[src/design/sac_pkg.sv]
// Shared constants, types and decode functions for the converter control block.
// Assumes a single system clock domain and an AXI4-Lite register bus.
package sac_pkg;
  localparam int AW = 8;
  // Register byte offsets
  localparam logic [AW-1:0] OFS_CTRL0 = 8'h00;
  localparam logic [AW-1:0] OFS_CTRL1 = 8'h04;
  localparam logic [AW-1:0] OFS_REF = 8'h08;
  localparam logic [AW-1:0] OFS_RES_HI = 8'h0c;
  localparam logic [AW-1:0] OFS_RES_LO = 8'h10;
  localparam logic [AW-1:0] OFS_INT = 8'h14;
  // Field positions
  localparam int C0_START = 7;
  localparam int C0_BUSY = 6;
  localparam int C0_PWR = 5;
  localparam int C0_FMT = 4;
  localparam int C0_CHAN = 0;
  localparam int C1_SRC = 4;
  localparam int C1_DIV = 0;
  localparam int INT_GIE = 0;
  localparam int INT_CIE = 1;
  localparam int INT_FLAG = 2;
  // Reset values
  localparam logic [7:0] CTRL0_RST = 8'h00;
  localparam logic [7:0] CTRL1_RST = 8'h00;
  localparam logic [7:0] REF_RST = 8'h00;
  localparam logic [7:0] INT_RST = 8'h00;
  // Conversion timing in conversion-clock periods
  localparam logic [4:0] SAMPLE_TICKS = 5'h04;
  localparam logic [4:0] CONVERT_TICKS = 5'h0c;
  localparam logic [4:0] TOTAL_TICKS = SAMPLE_TICKS + CONVERT_TICKS;
  localparam logic [1:0] RESP_OKAY = 2'h0;
  localparam logic [1:0] RESP_SLVERR = 2'h2;

  typedef enum logic [1:0] {SRC_EXT, SRC_SUPPLY, SRC_AMP, SRC_GND} sac_src_t;

  // Analog routing toward the converter core
  typedef struct packed {
    logic ext_en;
    logic [3:0] ext_sel;
    sac_src_t src;
    logic [1:0] div_shift;
  } sac_route_t;

  // Gray-coded along idle, sample, convert
  typedef enum logic [1:0] {ST_IDLE = 2'b00, ST_SAMPLE = 2'b01, ST_CONVERT = 2'b11} sac_state_t;

  // True for a mapped register offset
  function automatic logic reg_hit(input logic [AW-1:0] a);
    reg_hit = (a == OFS_CTRL0) || (a == OFS_CTRL1) || (a == OFS_REF) ||
              (a == OFS_RES_HI) || (a == OFS_RES_LO) || (a == OFS_INT);
  endfunction : reg_hit

  // Input source code and channel to analog routing
  function automatic sac_route_t decode_route(input logic [3:0] s, input logic [3:0] ch);
    sac_route_t r;
    r.ext_en = 1'b0;
    r.ext_sel = 4'h0;
    r.src = SRC_GND;
    r.div_shift = 2'h0;
    if (s[3:2] == 2'b11 || s[1:0] == 2'b00 && !s[3])
    begin
      r.ext_en = 1'b1;
      r.ext_sel = ch;
      r.src = SRC_EXT;
    end
    else if (s[3:2] == 2'b10)
      r.src = SRC_GND;
    else
    begin
      r.src = s[2] ? SRC_AMP : SRC_SUPPLY;
      r.div_shift = s[1:0] - 2'h1;
    end
    decode_route = r;
  endfunction : decode_route
endpackage : sac_pkg

[src/design/sac_clk_div.sv]
// Conversion clock divider: one-cycle tick every 2**sel system clocks.
// Assumes sync_clr realigns the phase at the start of each conversion.
`timescale 1ns/1ns
module sac_clk_div #(
  parameter int DIV_W = 7
) (
  input wire logic clk,
  input wire logic nrst,
  input wire logic sync_clr,
  input wire logic [2:0] sel,
  output logic tick
);
  logic [DIV_W-1:0] cnt_reg;
  logic [DIV_W-1:0] lim;

  // Terminal count for the selected ratio 1..128
  assign lim = DIV_W'((8'h01 << sel) - 8'h01);
  assign tick = (cnt_reg == lim) && !sync_clr;

  // Free count, cleared on start
  always_ff @(posedge clk or negedge nrst)
  begin
    if (!nrst)
      cnt_reg <= '0;
    else if (sync_clr || cnt_reg >= lim)
      cnt_reg <= '0;
    else
      cnt_reg <= cnt_reg + 1'b1;
  end
endmodule : sac_clk_div

[src/design/sac_axil_slave.sv]
// AXI4-Lite slave front end: one write and one read at a time.
// Assumes the register file answers rd_data combinationally from rd_addr.
`timescale 1ns/1ns
module sac_axil_slave (
  input wire logic clk,
  input wire logic nrst,
  input wire logic [sac_pkg::AW-1:0] awaddr,
  input wire logic awvalid,
  output logic awready,
  input wire logic [31:0] wdata,
  input wire logic [3:0] wstrb,
  input wire logic wvalid,
  output logic wready,
  output logic [1:0] bresp,
  output logic bvalid,
  input wire logic bready,
  input wire logic [sac_pkg::AW-1:0] araddr,
  input wire logic arvalid,
  output logic arready,
  output logic [31:0] rdata,
  output logic [1:0] rresp,
  output logic rvalid,
  input wire logic rready,
  output logic wr_en,
  output logic [sac_pkg::AW-1:0] wr_addr,
  output logic [31:0] wr_data,
  output logic [3:0] wr_strb,
  output logic [sac_pkg::AW-1:0] rd_addr,
  input wire logic [31:0] rd_data
);
  import sac_pkg::*;
  logic aw_hold_reg;
  logic w_hold_reg;

  assign awready = !aw_hold_reg && !bvalid;
  assign wready = !w_hold_reg && !bvalid;
  assign wr_en = aw_hold_reg && w_hold_reg && !bvalid;
  assign arready = !rvalid;
  assign rd_addr = araddr;

  // Capture address and data in either order
  always_ff @(posedge clk or negedge nrst)
  begin
    if (!nrst)
    begin
      aw_hold_reg <= 1'b0;
      w_hold_reg <= 1'b0;
      wr_addr <= '0;
      wr_data <= '0;
      wr_strb <= '0;
    end
    else if (wr_en)
    begin
      aw_hold_reg <= 1'b0;
      w_hold_reg <= 1'b0;
    end
    else
    begin
      if (awvalid && awready)
      begin
        aw_hold_reg <= 1'b1;
        wr_addr <= awaddr;
      end
      if (wvalid && wready)
      begin
        w_hold_reg <= 1'b1;
        wr_data <= wdata;
        wr_strb <= wstrb;
      end
    end
  end

  // Write response after both halves are in
  always_ff @(posedge clk or negedge nrst)
  begin
    if (!nrst)
    begin
      bvalid <= 1'b0;
      bresp <= RESP_OKAY;
    end
    else if (wr_en)
    begin
      bvalid <= 1'b1;
      bresp <= reg_hit(wr_addr) ? RESP_OKAY : RESP_SLVERR;
    end
    else if (bready)
      bvalid <= 1'b0;
  end

  // Read data one cycle after the address is taken
  always_ff @(posedge clk or negedge nrst)
  begin
    if (!nrst)
    begin
      rvalid <= 1'b0;
      rdata <= '0;
      rresp <= RESP_OKAY;
    end
    else if (arvalid && arready)
    begin
      rvalid <= 1'b1;
      rdata <= rd_data;
      rresp <= reg_hit(araddr) ? RESP_OKAY : RESP_SLVERR;
    end
    else if (rready)
      rvalid <= 1'b0;
  end
endmodule : sac_axil_slave

[src/design/sac_top.sv]
// Successive-approximation converter control: routing, clocking, sequencing,
// result registers and pin override, with registers over AXI4-Lite.
// Assumes the analog core steps on CONV_TICK and holds CORE_RESULT at the end.
// Function
// - Analog-selected pin loses its digital function and its pull-high.
// - Analog selection overrides the port direction control of that pin.
// - Source code 0000 converts the external pin chosen by channel select.
// - Any internal source disconnects the external channel regardless of channel.
// - Decode internal sources: supply, half, quarter, amplifier by 1/2/4, ground.
// - Codes 0000, 0100 and 11xx all pick the external channel.
// - Start bit written high then low starts a conversion.
// - Busy flag set at successful start, cleared at completion.
// - Completion sets request flag; interrupt raised when both enables high.
// - Conversion clock is system clock divided by 1 up to 128.
// - Converter powered only while the power enable bit is high.
// - Four sampling periods then twelve conversion periods, sixteen total.
// - After busy falls the result sits in the high and low registers.
// - Format 0 gives bits 11..4 high; format 1 gives bits 11..8 high.
// - Clearing power enable leaves both result registers unchanged.
//
// Chosen here: the placing of the registers and the AXI4-Lite interface to the registers.
`timescale 1ns/1ns
module sac_top #(
  parameter int NPINS = 16,
  parameter int DIV_W = 7
) (
  input wire logic CLK_SYS,
  input wire logic NRST,
  input wire logic [sac_pkg::AW-1:0] S_AXI_AWADDR,
  input wire logic S_AXI_AWVALID,
  output logic S_AXI_AWREADY,
  input wire logic [31:0] S_AXI_WDATA,
  input wire logic [3:0] S_AXI_WSTRB,
  input wire logic S_AXI_WVALID,
  output logic S_AXI_WREADY,
  output logic [1:0] S_AXI_BRESP,
  output logic S_AXI_BVALID,
  input wire logic S_AXI_BREADY,
  input wire logic [sac_pkg::AW-1:0] S_AXI_ARADDR,
  input wire logic S_AXI_ARVALID,
  output logic S_AXI_ARREADY,
  output logic [31:0] S_AXI_RDATA,
  output logic [1:0] S_AXI_RRESP,
  output logic S_AXI_RVALID,
  input wire logic S_AXI_RREADY,
  input wire logic [NPINS-1:0] PIN_ANALOG_SEL,
  input wire logic [NPINS-1:0] PIN_PULLUP_SET,
  input wire logic [NPINS-1:0] PIN_OUT_SET,
  output logic [NPINS-1:0] PIN_PULLUP_EN,
  output logic [NPINS-1:0] PIN_OUT_EN,
  output logic [NPINS-1:0] PIN_DIGITAL_OFF,
  output sac_pkg::sac_route_t ANALOG_ROUTE,
  output logic [7:0] REF_CTRL,
  output logic CONV_POWER,
  output logic SAMPLE_EN,
  output logic CONVERT_EN,
  output logic CONV_TICK,
  input wire logic [11:0] CORE_RESULT,
  output logic CONV_IRQ
);
  import sac_pkg::*;

  logic wr_en;
  logic [AW-1:0] wr_addr;
  logic [31:0] wr_data;
  logic [3:0] wr_strb;
  logic [AW-1:0] rd_addr;
  logic [31:0] rd_data;
  logic [7:0] ctrl0_reg;
  logic [7:0] ctrl1_reg;
  logic [7:0] ref_reg;
  logic [1:0] ien_reg;
  logic flag_reg;
  logic busy_reg;
  logic [7:0] res_hi_reg;
  logic [7:0] res_lo_reg;
  sac_state_t state_reg;
  logic [4:0] tick_cnt_reg;
  logic tick;
  logic wr_lane0;
  logic start_go;
  logic done;
  logic power;

  // Register bus front end
  sac_axil_slave u_bus (
    .clk(CLK_SYS),
    .nrst(NRST),
    .awaddr(S_AXI_AWADDR),
    .awvalid(S_AXI_AWVALID),
    .awready(S_AXI_AWREADY),
    .wdata(S_AXI_WDATA),
    .wstrb(S_AXI_WSTRB),
    .wvalid(S_AXI_WVALID),
    .wready(S_AXI_WREADY),
    .bresp(S_AXI_BRESP),
    .bvalid(S_AXI_BVALID),
    .bready(S_AXI_BREADY),
    .araddr(S_AXI_ARADDR),
    .arvalid(S_AXI_ARVALID),
    .arready(S_AXI_ARREADY),
    .rdata(S_AXI_RDATA),
    .rresp(S_AXI_RRESP),
    .rvalid(S_AXI_RVALID),
    .rready(S_AXI_RREADY),
    .wr_en(wr_en),
    .wr_addr(wr_addr),
    .wr_data(wr_data),
    .wr_strb(wr_strb),
    .rd_addr(rd_addr),
    .rd_data(rd_data)
  );

  // Conversion clock enable
  sac_clk_div #(
    .DIV_W(DIV_W)
  ) u_div (
    .clk(CLK_SYS),
    .nrst(NRST),
    .sync_clr(start_go),
    .sel(ctrl1_reg[C1_DIV +: 3]),
    .tick(tick)
  );

  // Lane-0 write strobe and the stored power bit
  assign wr_lane0 = wr_en && wr_strb[0];
  assign power = ctrl0_reg[C0_PWR];
  // Start on the falling write of a high start bit, only when powered
  assign start_go = wr_lane0 && (wr_addr == OFS_CTRL0) && ctrl0_reg[C0_START] &&
                    !wr_data[C0_START] && wr_data[C0_PWR];
  assign done = tick && (state_reg == ST_CONVERT) && (tick_cnt_reg == TOTAL_TICKS - 5'h01);

  // Control register writes
  always_ff @(posedge CLK_SYS or negedge NRST)
  begin
    if (!NRST)
    begin
      ctrl0_reg <= CTRL0_RST;
      ctrl1_reg <= CTRL1_RST;
      ref_reg <= REF_RST;
      ien_reg <= INT_RST[1:0];
    end
    else if (wr_lane0)
    begin
      case (wr_addr)
        OFS_CTRL0: ctrl0_reg <= wr_data[7:0];
        OFS_CTRL1: ctrl1_reg <= {wr_data[7:4], 1'b0, wr_data[2:0]};
        OFS_REF: ref_reg <= {wr_data[7], 2'b00, wr_data[4:0]};
        OFS_INT: ien_reg <= {wr_data[INT_CIE], wr_data[INT_GIE]};
        default: ;
      endcase
    end
  end

  // Request flag: completion sets, write of zero clears, set wins
  always_ff @(posedge CLK_SYS or negedge NRST)
  begin
    if (!NRST)
      flag_reg <= 1'b0;
    else if (done)
      flag_reg <= 1'b1;
    else if (wr_lane0 && wr_addr == OFS_INT && !wr_data[INT_FLAG])
      flag_reg <= 1'b0;
  end

  // Sequencer: sample for four ticks, convert for twelve
  always_ff @(posedge CLK_SYS or negedge NRST)
  begin
    if (!NRST)
    begin
      state_reg <= ST_IDLE;
      tick_cnt_reg <= 5'h00;
    end
    else if (!power)
      state_reg <= ST_IDLE;
    else if (start_go)
    begin
      state_reg <= ST_SAMPLE;
      tick_cnt_reg <= 5'h00;
    end
    else if (tick)
    begin
      case (state_reg)
        ST_SAMPLE:
        begin
          tick_cnt_reg <= tick_cnt_reg + 5'h01;
          if (tick_cnt_reg == SAMPLE_TICKS - 5'h01)
            state_reg <= ST_CONVERT;
        end
        ST_CONVERT:
        begin
          tick_cnt_reg <= tick_cnt_reg + 5'h01;
          if (done)
            state_reg <= ST_IDLE;
        end
        default: state_reg <= ST_IDLE;
      endcase
    end
  end

  // Busy flag follows start and completion
  always_ff @(posedge CLK_SYS or negedge NRST)
  begin
    if (!NRST)
      busy_reg <= 1'b0;
    else if (!power)
      busy_reg <= 1'b0;
    else if (start_go)
      busy_reg <= 1'b1;
    else if (done)
      busy_reg <= 1'b0;
  end

  // Result capture on the completion edge, kept when powered down
  always_ff @(posedge CLK_SYS or negedge NRST)
  begin
    if (!NRST)
    begin
      res_hi_reg <= 8'h00;
      res_lo_reg <= 8'h00;
    end
    else if (done)
    begin
      if (ctrl0_reg[C0_FMT])
      begin
        res_hi_reg <= {4'h0, CORE_RESULT[11:8]};
        res_lo_reg <= CORE_RESULT[7:0];
      end
      else
      begin
        res_hi_reg <= CORE_RESULT[11:4];
        res_lo_reg <= {CORE_RESULT[3:0], 4'h0};
      end
    end
  end

  // Register read mux
  always_comb
  begin
    rd_data = 32'h0000_0000;
    case (rd_addr)
      OFS_CTRL0: rd_data[7:0] = {ctrl0_reg[7], busy_reg, ctrl0_reg[5:0]};
      OFS_CTRL1: rd_data[7:0] = ctrl1_reg;
      OFS_REF: rd_data[7:0] = ref_reg;
      OFS_RES_HI: rd_data[7:0] = res_hi_reg;
      OFS_RES_LO: rd_data[7:0] = res_lo_reg;
      OFS_INT: rd_data[7:0] = {5'h00, flag_reg, ien_reg};
      default: rd_data = 32'h0000_0000;
    endcase
  end

  // Analog routing and power
  always_ff @(posedge CLK_SYS or negedge NRST)
  begin
    if (!NRST)
    begin
      ANALOG_ROUTE <= '0;
      REF_CTRL <= REF_RST;
      CONV_POWER <= 1'b0;
    end
    else
    begin
      ANALOG_ROUTE <= decode_route(ctrl1_reg[C1_SRC +: 4], ctrl0_reg[C0_CHAN +: 4]);
      REF_CTRL <= ref_reg;
      CONV_POWER <= power;
    end
  end

  // Pin override for analog-selected pins
  generate
    for (genvar i = 0; i < NPINS; i++)
    begin : g_pin
      always_ff @(posedge CLK_SYS or negedge NRST)
      begin
        if (!NRST)
        begin
          PIN_PULLUP_EN[i] <= 1'b0;
          PIN_OUT_EN[i] <= 1'b0;
          PIN_DIGITAL_OFF[i] <= 1'b0;
        end
        else
        begin
          PIN_PULLUP_EN[i] <= PIN_PULLUP_SET[i] && !PIN_ANALOG_SEL[i];
          PIN_OUT_EN[i] <= PIN_OUT_SET[i] && !PIN_ANALOG_SEL[i];
          PIN_DIGITAL_OFF[i] <= PIN_ANALOG_SEL[i];
        end
      end
    end
  endgenerate

  // Phase levels, gated conversion tick and the masked interrupt line
  assign SAMPLE_EN = (state_reg == ST_SAMPLE);
  assign CONVERT_EN = (state_reg == ST_CONVERT);
  assign CONV_TICK = tick && (state_reg != ST_IDLE);
  assign CONV_IRQ = flag_reg && ien_reg[INT_GIE] && ien_reg[INT_CIE];
endmodule : sac_top

[config.mk]
export PLATFORM = sky130hd
export DESIGN_NAME = sac_top
export DESIGN_NICKNAME = d
export VERILOG_FILES = /design/src/design/sac_pkg.sv /design/src/design/sac_clk_div.sv /design/src/design/sac_axil_slave.sv /design/src/design/sac_top.sv
export SDC_FILE = /design/constraint.sdc
export NUM_CORES = 1
export LEC_CHECK = 0
export BUFFER_PORTS_ARGS = -buffer_cell sky130_fd_sc_hd__buf_2
export CAP_MARGIN = 20
export CORE_UTILIZATION = 55
export CTS_BUF_LIST = sky130_fd_sc_hd__clkbuf_4 sky130_fd_sc_hd__clkbuf_8
export CTS_CLUSTER_SIZE = 40
export DETAILED_ROUTE_END_ITERATION = 8
export PLACE_DENSITY = 0.9
export SKIP_LAST_GASP = 1
export SLEW_MARGIN = 20
export SYNTH_ARGS = -nofsm -noshare
export SYNTH_HDL_FRONTEND = slang
export SYNTH_SLANG_ARGS = --single-unit
export TNS_END_PERCENT = 100
[constraint.sdc]
create_clock -name CLK_SYS -period 4.9 [get_ports CLK_SYS]
set_input_delay 0.245 -clock CLK_SYS [delete_from_list [all_inputs] [get_ports CLK_SYS]]
set_output_delay 0.245 -clock CLK_SYS [all_outputs]
set_load 0.02 [all_outputs]
== After elaboration in Yosys (flattened, before gate mapping) ==
Cells that the tools add are included.

* Add/sub/neg operators: 4
* $mul: 0
* Div/mod/pow operators: 0
* Magnitude comparators: 1
* Equality and inequality tests: 21
* Shift operators: 1
* Muxes and demuxes: 34
* Bitwise logic cells: 1
* Reductions and logical operators: 109

{| class="wikitable"
|+ Operators by type and width
! kind !! number
|-
| $logic_and A1 B1 Y1 || 53
|-
| $pmux W8 S6 || 1
|-
| $eq A8 B4 Y1 const B || 4
|-
| $eq A8 B5 Y1 const B || 4
|-
| $logic_not A1 Y1 || 24
|-
| $mux W2 || 12
|-
| $mux W5 || 4
|-
| $eq A8 B3 Y1 const B || 2
|-
| $logic_not A8 Y1 || 2
|-
| $mux W8 || 2
|-
| $reduce_bool A2 Y1 || 8
|-
| $mux W1 || 13
|-
| $logic_or A1 B1 Y1 || 12
|-
| $reduce_and A2 Y1 || 6
|-
| $ne A4 B2 Y1 const B || 2
|-
| $add A7 B1 Y7 const B || 1
|-
| $eq A7 B7 Y1 || 1
|-
| $ge A7 B7 Y1 || 1
|-
| $mux W7 || 1
|-
| $shl A1 B3 Y7 const A || 1
|-
| $sub A7 B1 Y7 const B || 1
|-
| $eq A2 B2 Y1 const B || 3
|-
| $ne A3 B1 Y1 const B || 2
|-
| $reduce_and A3 Y1 || 2
|-
| 9 further kinds || 9
|}

* Bits in registers: 152
* Bits in latches: 0
* Bits in writable memories: 0
* Memory bits (read-only): 0
* Input bits: 119
* Output and inout port bits: 111
* Word-level logic and storage cells: 246
* Memories kept: 0

== Depth between registers and ports, before layout ==
Gate-level depths: netlist (run 1).

* Depth after elaboration: 16
* Gate-level depth with buffers: 9
* Mapped depth without buffers: 6

== Hierarchy ==
Synthesis (run 1) repeated with hierarchy kept, for this count alone.

* Cell total of the unflattened synthesis: 596
* Area, all modules: 8,216.6 sq um

{| class="wikitable"
|+ By module, submodules not included
! module !! times used !! cells each !! area an instance (sq um) !! sequential area each (sq um)
|-
| sac_top || 1 || 342 || 4,376.7 || 2,777.7
|-
| sac_axil_slave || 1 || 200 || 3,324.4 || 2,052.0
|-
| sac_clk_div || 1 || 54 || 515.5 || 175.2
|}

== Worst setup path after synthesis (run 1) ==
No wires, ideal clock.

* Kind: reg2reg
* From: register ctrl1_reg[2]
* To: register res_hi_reg[2]
* Arrival time: 2.239 ns
* Setup slack: 2.536 ns
* Cell stages (with the launch flop): 10
* Clock period less this slack: 2.364 ns
* Path through: dfrtp_1 > clkbuf_1 > or3_1 > ha_1 > and4_1 > nand4_1 > nor2b_1 > buf_6 > buf_6 > mux2_4

* Word-level cells in the longest chain between the ends: 6

{| class="wikitable"
|+ Ends and longest elaborated chain
! what !! line !! text
|-
| from (decl) || sac_top.sv:70 || <nowiki>logic [7:0] ctrl1_reg;</nowiki>
|-
| from (signal assigned) || sac_top.sv:147 || <nowiki>OFS_CTRL1: ctrl1_reg <= {wr_data[7:4], 1'b0, wr_data[2:0]};</nowiki>
|-
| $shl A1 B3 Y7 || sac_clk_div.sv:17 || <nowiki>assign lim = DIV_W'((8'h01 << sel) - 8'h01);</nowiki>
|-
| $sub A7 B1 Y7 || sac_clk_div.sv:17 ||
|-
| $eq A7 B7 Y1 || sac_clk_div.sv:18 || <nowiki>assign tick = (cnt_reg == lim) && !sync_clr;</nowiki>
|-
| $logic_and A1 B1 Y1 || sac_clk_div.sv:18 ||
|-
| $logic_and A1 B1 Y1 (2 in a row) || sac_top.sv:131 || <nowiki>assign done = tick && (state_reg == ST_CONVERT) && (tick_cnt_reg == TOTAL_TICKS - 5'h01);</nowiki>
|-
| to (signal assigned) || sac_top.sv:226 || <nowiki>res_hi_reg <= {4'h0, CORE_RESULT[11:8]};</nowiki>
|-
| to (signal assigned) || sac_top.sv:231 || <nowiki>res_hi_reg <= CORE_RESULT[11:4];</nowiki>
|-
| to (decl) || sac_top.sv:75 || <nowiki>logic [7:0] res_hi_reg;</nowiki>
|}

No other way between the ends.
A chain may end at the register's enable or synchronous reset.

== Worst setup path after layout (run 1) ==
* From: register ctrl1_reg[2]
* To: output port CONV_TICK

* Word-level cells in the longest chain between the ends: 5

{| class="wikitable"
|+ Ends and longest elaborated chain
! what !! line !! text
|-
| $shl A1 B3 Y7 || sac_clk_div.sv:17 ||
|-
| $sub A7 B1 Y7 || sac_clk_div.sv:17 ||
|-
| $eq A7 B7 Y1 || sac_clk_div.sv:18 ||
|-
| $logic_and A1 B1 Y1 || sac_clk_div.sv:18 ||
|-
| $logic_and A1 B1 Y1 || sac_top.sv:294 || <nowiki>assign CONV_TICK = tick && (state_reg != ST_IDLE);</nowiki>
|-
| to (decl) || sac_top.sv:57 || <nowiki>output logic CONV_TICK,</nowiki>
|}

No other way between the ends.

==> impl_metrics.py, run 1 <==
metrics = {
    "routing": {
        "num_vias": 4619,
        "drc": 0,
        "wl_per_cell_um": 17.2,
        "routed_wl_um": 14600,
        "ant_nets": 0,
        "drt_pre_antenna_iters": 5,
        "drt_iter0_drc": 211,
        "viasPerCell": 5.44,
    },
    "logic_synthesis": {
        "postSynthAreaPerCell_um2": 12.6,
        "synth_edf_count": 0,
        "synth.area.top_cells": "dfrtp_1 59%, mux2_2 10%, nor2b_1 4.2%",
        "yosysTopAreaCellShare_pct": 59.2,
        "ys.flop_type": "dfrtp_1",
        "syn_area_um2": 6300,
        "ys_ff_latch": 149,
        "yosys_warnings": 0,
        "ys_seq_area_share_pct": 59.2,
        "syn-instance-count": 499,
        "synthArstFlopShare_pct": 100,
        "synth_cell_types": 46,
        "post-synth-top-area-cell": "dfrtp_1",
    },
    "floorplan": {
        "die_area_um2": 11900,
        "die_w_um": 109,
        "row_count": 38,
        "die_h_um": 109,
        "core_um2": 11000,
        "start_util_pct": 57.3,
        "io_pins": 230,
    },
    "finish": {
        "multi_input_area_um2": 2350,
        "final_util_pct": 70.9,
        "regArea_um2": 3730,
        "nets": 826,
        "nFillCells": 750,
        "fin_area_um2": 7790,
        "area_growth_pct": 23.7,
        "largest_registers": "PIN_DIGITAL_OFF x16, PIN_OUT_EN x16, PIN_PULLUP_EN x16",
        "antenna_cells": 0,
        "layout-drive-gt1-share_pct": 38.8,
    },
    "setup_path": {
        "worst_setup_path_end_kind": "output pin",
        "worstPathRequired_ns": 4.66,
        "startpoint_type": "flop",
        "cp.arrival_ns": 2.48,
        "timing.rr.start": "ctrl1_reg[2]",
        "startpoint": "ctrl1_reg[2]",
        "cp_max_fo": 9,
        "critPathKind": "flop to output pin",
    },
    "sta": {
        "rsz0062_at_grt": "no",
        "fin_skew_ns": 0.0132,
        "maxSlewHeadroom_pct": 30.6,
        "setup_tns_ns": 0,
        "slew_viol_final": 0,
        "worst_pin_slew_ns": 1.04,
        "setup_violations": 0,
        "max_freq_mhz": 366,
        "hold_viol": 0,
        "min_period_ns": 2.73,
        "finalCritPeriodShare_pct": 55.7,
    },
    "power_and_ir_drop": {
        "peakVddDrop_mv": 0.263,
        "power_density_nw_per_um2": 398,
        "power_mw": 3.10,
        "power.leakage_nw": 3.94,
    },
    "placed_design": {
        "hpwl_um": 10400,
        "io_buffers": 174,
        "placed_area_um2": 7180,
        "place_congestion": 0.857,
    },
    "clocking": {
        "post_cts_buffers": 0,
        "cts_sinks": 149,
        "worstSkewPairLatency_ns": 0.43,
        "cts_tree": "built",
        "htreeDepth": 4,
        "cts_made_buffers": 17,
        "cts_root_buf": "clkbuf_8",
        "max-clock-path-buffers": 2,
        "clk_pin_slew_ns": 0.08,
    },
    "outcome": {
        "outcome": "finished, final reports clean",
    },
    "global_route": {
        "grt_max_degree": 90,
        "met2_usage_pct": 44.7,
        "first_global_vias": 4720,
        "antenna_found_initial": 0,
        "gr-usage-all-layers_pct": 26.3,
        "grt_pass1_wl_um": 23100,
        "grt_util_met1_pct": 31.3,
        "grt_overflow": 0,
        "grt_use_met3_pct": 6.87,
        "top_usage_layer": "met2",
    },
    "hold_path": {
        "min_from": "PIN_PULLUP_SET[4]",
        "hold_path.class": "primary input to flop",
    },
    "job": {
        "maxCapViolCount": 0,
    },
}
[layer usage]
| metal | part of all wire [%] | vias up |
|---|---|---|
| met5 | 0 | - |
| met4 | 2.7 | 0 |
| met3 | 6.8 | 41 |
| met2 | 52 | 231 |
| met1 | 39 | 2272 |
| li1 | - | 2075 |
[report_power, final]
group | leakage, nW | internal [mW] | switching (mW)
Sequential | 1.93 | 1.38 | 0.153
Combinational | 1.82 | 0.257 | 0.329
Clock | 0.196 | 0.520 | 0.458
[cells in the final DEF, fill, tap and decap left out, types with 6 or more instances in the layout]
master,Yosys,layout
o21ai_0,15,15
ha_1,11,11
nor3_1,14,14
inv_1,12,12
and2_1,6,6
and3_1,6,6
nand3_1,9,9
nor2_1,17,17
a21oi_1,12,12
mux2i_1,15,15
mux2_2,56,56
nand2_1,28,28
dlygate4sd3_1,0,19
clkbuf_8,0,17
dfrtp_1,149,149
nor2b_1,42,42
conb_1,1,28
buf_2,1,173
[synthesized netlist by cell type, drive strengths merged, types with 3 or more instances]
library cell and instances:
and2 6, buf 33, mux2 61, nand2 28
o221ai 4, ha 11, inv 12, nand4 5
clkbuf 11, o21ai 15, a21o 4, dfrtp 149
a31oi 4, xnor2 3, mux4 3, nand3b 3
mux2i 15, a21oi 12, nor2 17, and3 6
nand3 9, nor3 14, or3 5, nor2b 42
a32oi 3, or4 4
[cell families (layout without fill, tap and decap cells)]
group	Yosys count	count (layout)	synth area share (%)
and+or+nand+nor	150	150	13.2
DFF	149	149	59.2
muxes	79	79	14.7
buffers and inverters	56	239	5.26
AOI/OAI and AO/OA	48	48	4.73
adders and majority gates	11	11	2.19
xor gates and xnor gates	5	5	0.695
other	1	28	0.0595
[timing repair]
item                                   CTS  global route
resized for setup                        0             0
hold buffers                            19             0
endpoints found under the hold margin  138             0
[final timing paths]
kind | end | slack, ns | cells after the start
worst max-delay path | CONV_TICK | 2.17 | 6
worst min register to register | REF_CTRL[7] | 0.41 | 0
worst min-delay path | PIN_PULLUP_EN[4] | 0.03 | 2
min in group asynchronous | u_bus.wr_data[2] | 0.44 | 2
max in group asynchronous | PIN_OUT_EN[9] | 3.22 | 3
worst max register to register | res_lo_reg[6] | 2.31 | 7
[per-stage QoR]
step	setup slack [ns]	cells	hold WS (ns)
6_report	2.17	849	0.0271
5_1_grt	1.99	849	0.00551
4_1_cts	1.88	849	0.00345
3_5_place_dp	2.37	798	0.358
3_3_place_gp	2.41	798	0.347
2_1_floorplan	2.54	526	-0.0506
[area by class of cell]
class | instances | share of cell area [%]
clock buffer | 20 | 3.29
clock inverter | 12 | 1.99
inverter | 12 | 0.578
multi-input combinational | 321 | 30.1
sequential | 149 | 47.9
tap | 140 | 2.25
timing repair buffer | 195 | 13.9
[worst max-delay path, stage by stage (launching register included)]
cell and delay, ns:
dfrtp_1 0.48, or3_1 0.40, ha_1 0.32, and4_1 0.26
nand2_1 0.13, a211oi_1 0.25, buf_2 0.21
No activity file was read; power rests on OpenSTA's default activity.
==> run 2: changes to the inputs <==
ABC_AREA = 1   (was unset)
CORE_UTILIZATION = 51   (was 55)
PLACE_DENSITY = 0.84   (was 0.9)
clock period = 2.8 ns   (was 4.9 ns; I/O delays follow)
==> run 2 against run 1 <==
Effect of this change: power is 75% higher; non-clock buffer count rose by 57; count of clock-buffer cells in the layout is 4 higher; critical path type unchanged; critical endpoint unchanged; largest cell class unchanged.
==> impl_metrics.py, run 2 <==
metrics = {
    "outcome": {
        "outcome": "finished, final reports clean",
    },
    "logic_synthesis": {
        "ys_ff_latch": 149,
        "yosys_warnings": 0,
        "yosys-top-cells-count": "149 x dfrtp_1, 136 x nand2_1, 98 x inv_1",
        "synth_edf_count": 0,
        "syn_area_um2": 6330,
        "ys_seq_area_share_pct": 58.9,
        "synth.area.top_cells": "dfrtp_1 59%, nand2_1 8.1%, inv_1 5.8%",
        "synthArstFlopShare_pct": 100,
        "postSynthAreaPerCell_um2": 9.40,
        "post-synth-top-area-cell": "dfrtp_1",
        "yosysMostFrequentCell": "dfrtp_1",
        "syn-instance-count": 673,
        "yosysTopAreaCellShare_pct": 58.9,
        "ys.flop_type": "dfrtp_1",
        "synth_cell_types": 37,
    },
    "clocking": {
        "worstSkewPairLatency_ns": 0.44,
        "clk_pin_slew_ns": 0.08,
        "cts_resized": 0,
        "cts_sinks": 149,
        "htreeDepth": 4,
        "cts_made_buffers": 17,
        "max-clock-path-buffers": 2,
        "cts_tree": "built",
        "cts_root_buf": "clkbuf_8",
    },
    "floorplan": {
        "die_h_um": 113,
        "core_um2": 12100,
        "die_w_um": 113,
        "io_pins": 230,
        "die_area_um2": 12900,
        "row_count": 40,
        "start_util_pct": 52.5,
    },
    "sta": {
        "min_period_ns": 2.29,
        "slew_viol_final": 0,
        "maxSlewHeadroom_pct": 55.6,
        "setup_tns_ns": 0,
        "finalCritPeriodShare_pct": 81.6,
        "setup_violations": 0,
        "setup_slack_ns": 0.514,
        "max_freq_mhz": 437,
        "fin_skew_ns": 0.0110,
        "hold_viol": 0,
        "worst_pin_slew_ns": 0.666,
        "rsz0062_at_grt": "no",
    },
    "placed_design": {
        "io_buffers": 174,
        "place_congestion": 0.863,
        "hpwl_um": 9950,
        "dp_slack_ns": 0.631,
    },
    "setup_path": {
        "worstRegToRegCells": 10,
        "timing.rr.start": "ctrl1_reg[1]",
        "worst_setup_path_end_kind": "output pin",
        "r2r_end": "state_reg[1]",
        "cp.arrival_ns": 2.15,
        "startpoint_type": "flop",
        "critPathKind": "flop to output pin",
        "rrSetupSlack_ns": 0.62,
        "cp_max_fo": 7,
        "worstPathRequired_ns": 2.66,
    },
    "global_route": {
        "antenna_found_initial": 0,
        "grt_max_degree": 75,
        "grt_overflow": 0,
        "grt_pass1_wl_um": 25300,
        "first_global_vias": 5344,
        "gr-usage-all-layers_pct": 25.7,
    },
    "finish": {
        "layout-drive-gt1-share_pct": 24.3,
        "largest_registers": "PIN_DIGITAL_OFF x16, PIN_OUT_EN x16, PIN_PULLUP_EN x16",
        "antenna_cells": 0,
        "nets": 1062,
        "area_growth_pct": 33.3,
        "final_cell_mix": "173 x buf_2, 149 x dfrtp_1, 136 x nand2_1, 98 x inv_1, 80 x nor2_1",
        "layout_commonest_cell": "buf_2",
        "final_util_pct": 69.9,
    },
    "routing": {
        "drt_pre_antenna_iters": 7,
        "drt_iter0_drc": 297,
        "viasPerCell": 4.81,
        "ant_nets": 0,
        "wl_met3_um": 1030,
        "num_vias": 5352,
        "wl_met2_um": 7740,
        "top_layer": "met4",
        "wl_per_cell_um": 13.9,
        "drc": 0,
        "routed_wl_um": 15500,
        "wl_met1_um": 6370,
    },
    "power_and_ir_drop": {
        "power.leakage_nw": 4.60,
        "power_switching_mw": 1.69,
        "peakVddDrop_mv": 0.496,
        "swShare_pct": 31.0,
        "comb_power_share_pct": 21.8,
        "power_mw": 5.44,
        "seqPwrFrac_pct": 47.9,
        "p_clk_share_pct": 30.3,
        "internal_power_mw": 3.75,
        "power_density_nw_per_um2": 645,
    },
    "hold_path": {
        "whs_endpoint": "res_hi_reg[0]",
        "worstHoldPathCells": 3,
        "hold_path.class": "primary input to flop",
        "min_from": "CORE_RESULT[4]",
    },
    "job": {
        "maxCapViolCount": 0,
    },
}
[run 2: changes by cell type in the layout (fill, tap and decap cells not counted), sizes merged, moves of 15 or more]
| cell | before | now |
|---|---|---|
| o21ai | 15 | 52 |
| dlygate4sd3 | 19 | 76 |
| inv | 13 | 101 |
| nor2 | 17 | 84 |
| nand3 | 9 | 24 |
| nor2b | 42 | 0 |
| mux2 | 61 | 6 |
| nand2 | 28 | 139 |
[run 2: cell type report]
class	instances	area, um2
clock buffers	24	299
clock inverters	8	98.8
fillers	880	3620
flip-flops and latches	149	3730
repair buffers	252	1670
multi-input cells	412	2060
inverters	100	375
well taps	168	210
[run 2: repair_timing]
action,4_1_cts,5_1_grt
hold buffers,76,0
hold endpoints to repair,147,0
buffers inserted,0,0
[run 2: how the worst max path moves through the flow]
stage | startpoint | to | slack (ns) | cells past startpoint
after floorplan | ctrl1_reg[2] | tick_cnt_reg[2] | 1.0 | 9
after global placement | ctrl1_reg[2] | state_reg[0] | 0.69 | 10
after detailed placement | ctrl1_reg[1] | state_reg[0] | 0.63 | 10
after CTS | ctrl1_reg[1] | CONV_TICK | 0.49 | 7
after global routing | ctrl1_reg[1] | state_reg[1] | 0.35 | 10
final | ctrl1_reg[1] | CONV_TICK | 0.51 | 7
[run 2: through the flow]
step	instance area (um2)	std cells	hold WS [ns]
after global routing	8440	1113	0.0307
after floorplan	6430	700	-0.156
after detailed placement	7280	1005	0.207
after CTS	8440	1113	0.00408
final	8440	1113	0.0302
after global placement	7280	1005	0.208
[run 2: kinds of logic after synthesis]
family / Yosys count / synth area share [%]
adder cells (fa/ha/maj): 11 / 2.18
buffers and inverters: 139 / 10.1
XOR/XNOR: 3 / 0.415
other: 1 / 0.0593
AND/OR/NAND/NOR: 270 / 18.7
flip-flops: 149 / 58.9
AO/OA/AOI/OAI: 86 / 7.24
multiplexers: 14 / 2.33
[run 2: power groups by stage]
stage                     registers, mW  clock network (mW)  logic, mW
after CTS                          2.60                1.68       1.17
after global placement             2.63                   0       1.06
after global routing               2.64                1.78       1.31
after detailed placement           2.64                   0       1.09
after floorplan                    2.72                   0      0.637
final                              2.61                1.65       1.18
[run 2: critical path, stage by stage, from the launching register on]
cell	delay, ns
dfrtp_1	0.46
nor2_1	0.19
nand2_1	0.08
ha_1	0.29
nand3_1	0.11
nor3_4	0.21
o211a_1	0.21
buf_2	0.16
[run 2: metal layers]
layer,vias to the layer above,GRT usage (%)
met3,33,6.54
met1,2515,31.2
li1,2579,-
met4,0,10.5
met2,225,43.9
met5,-,0
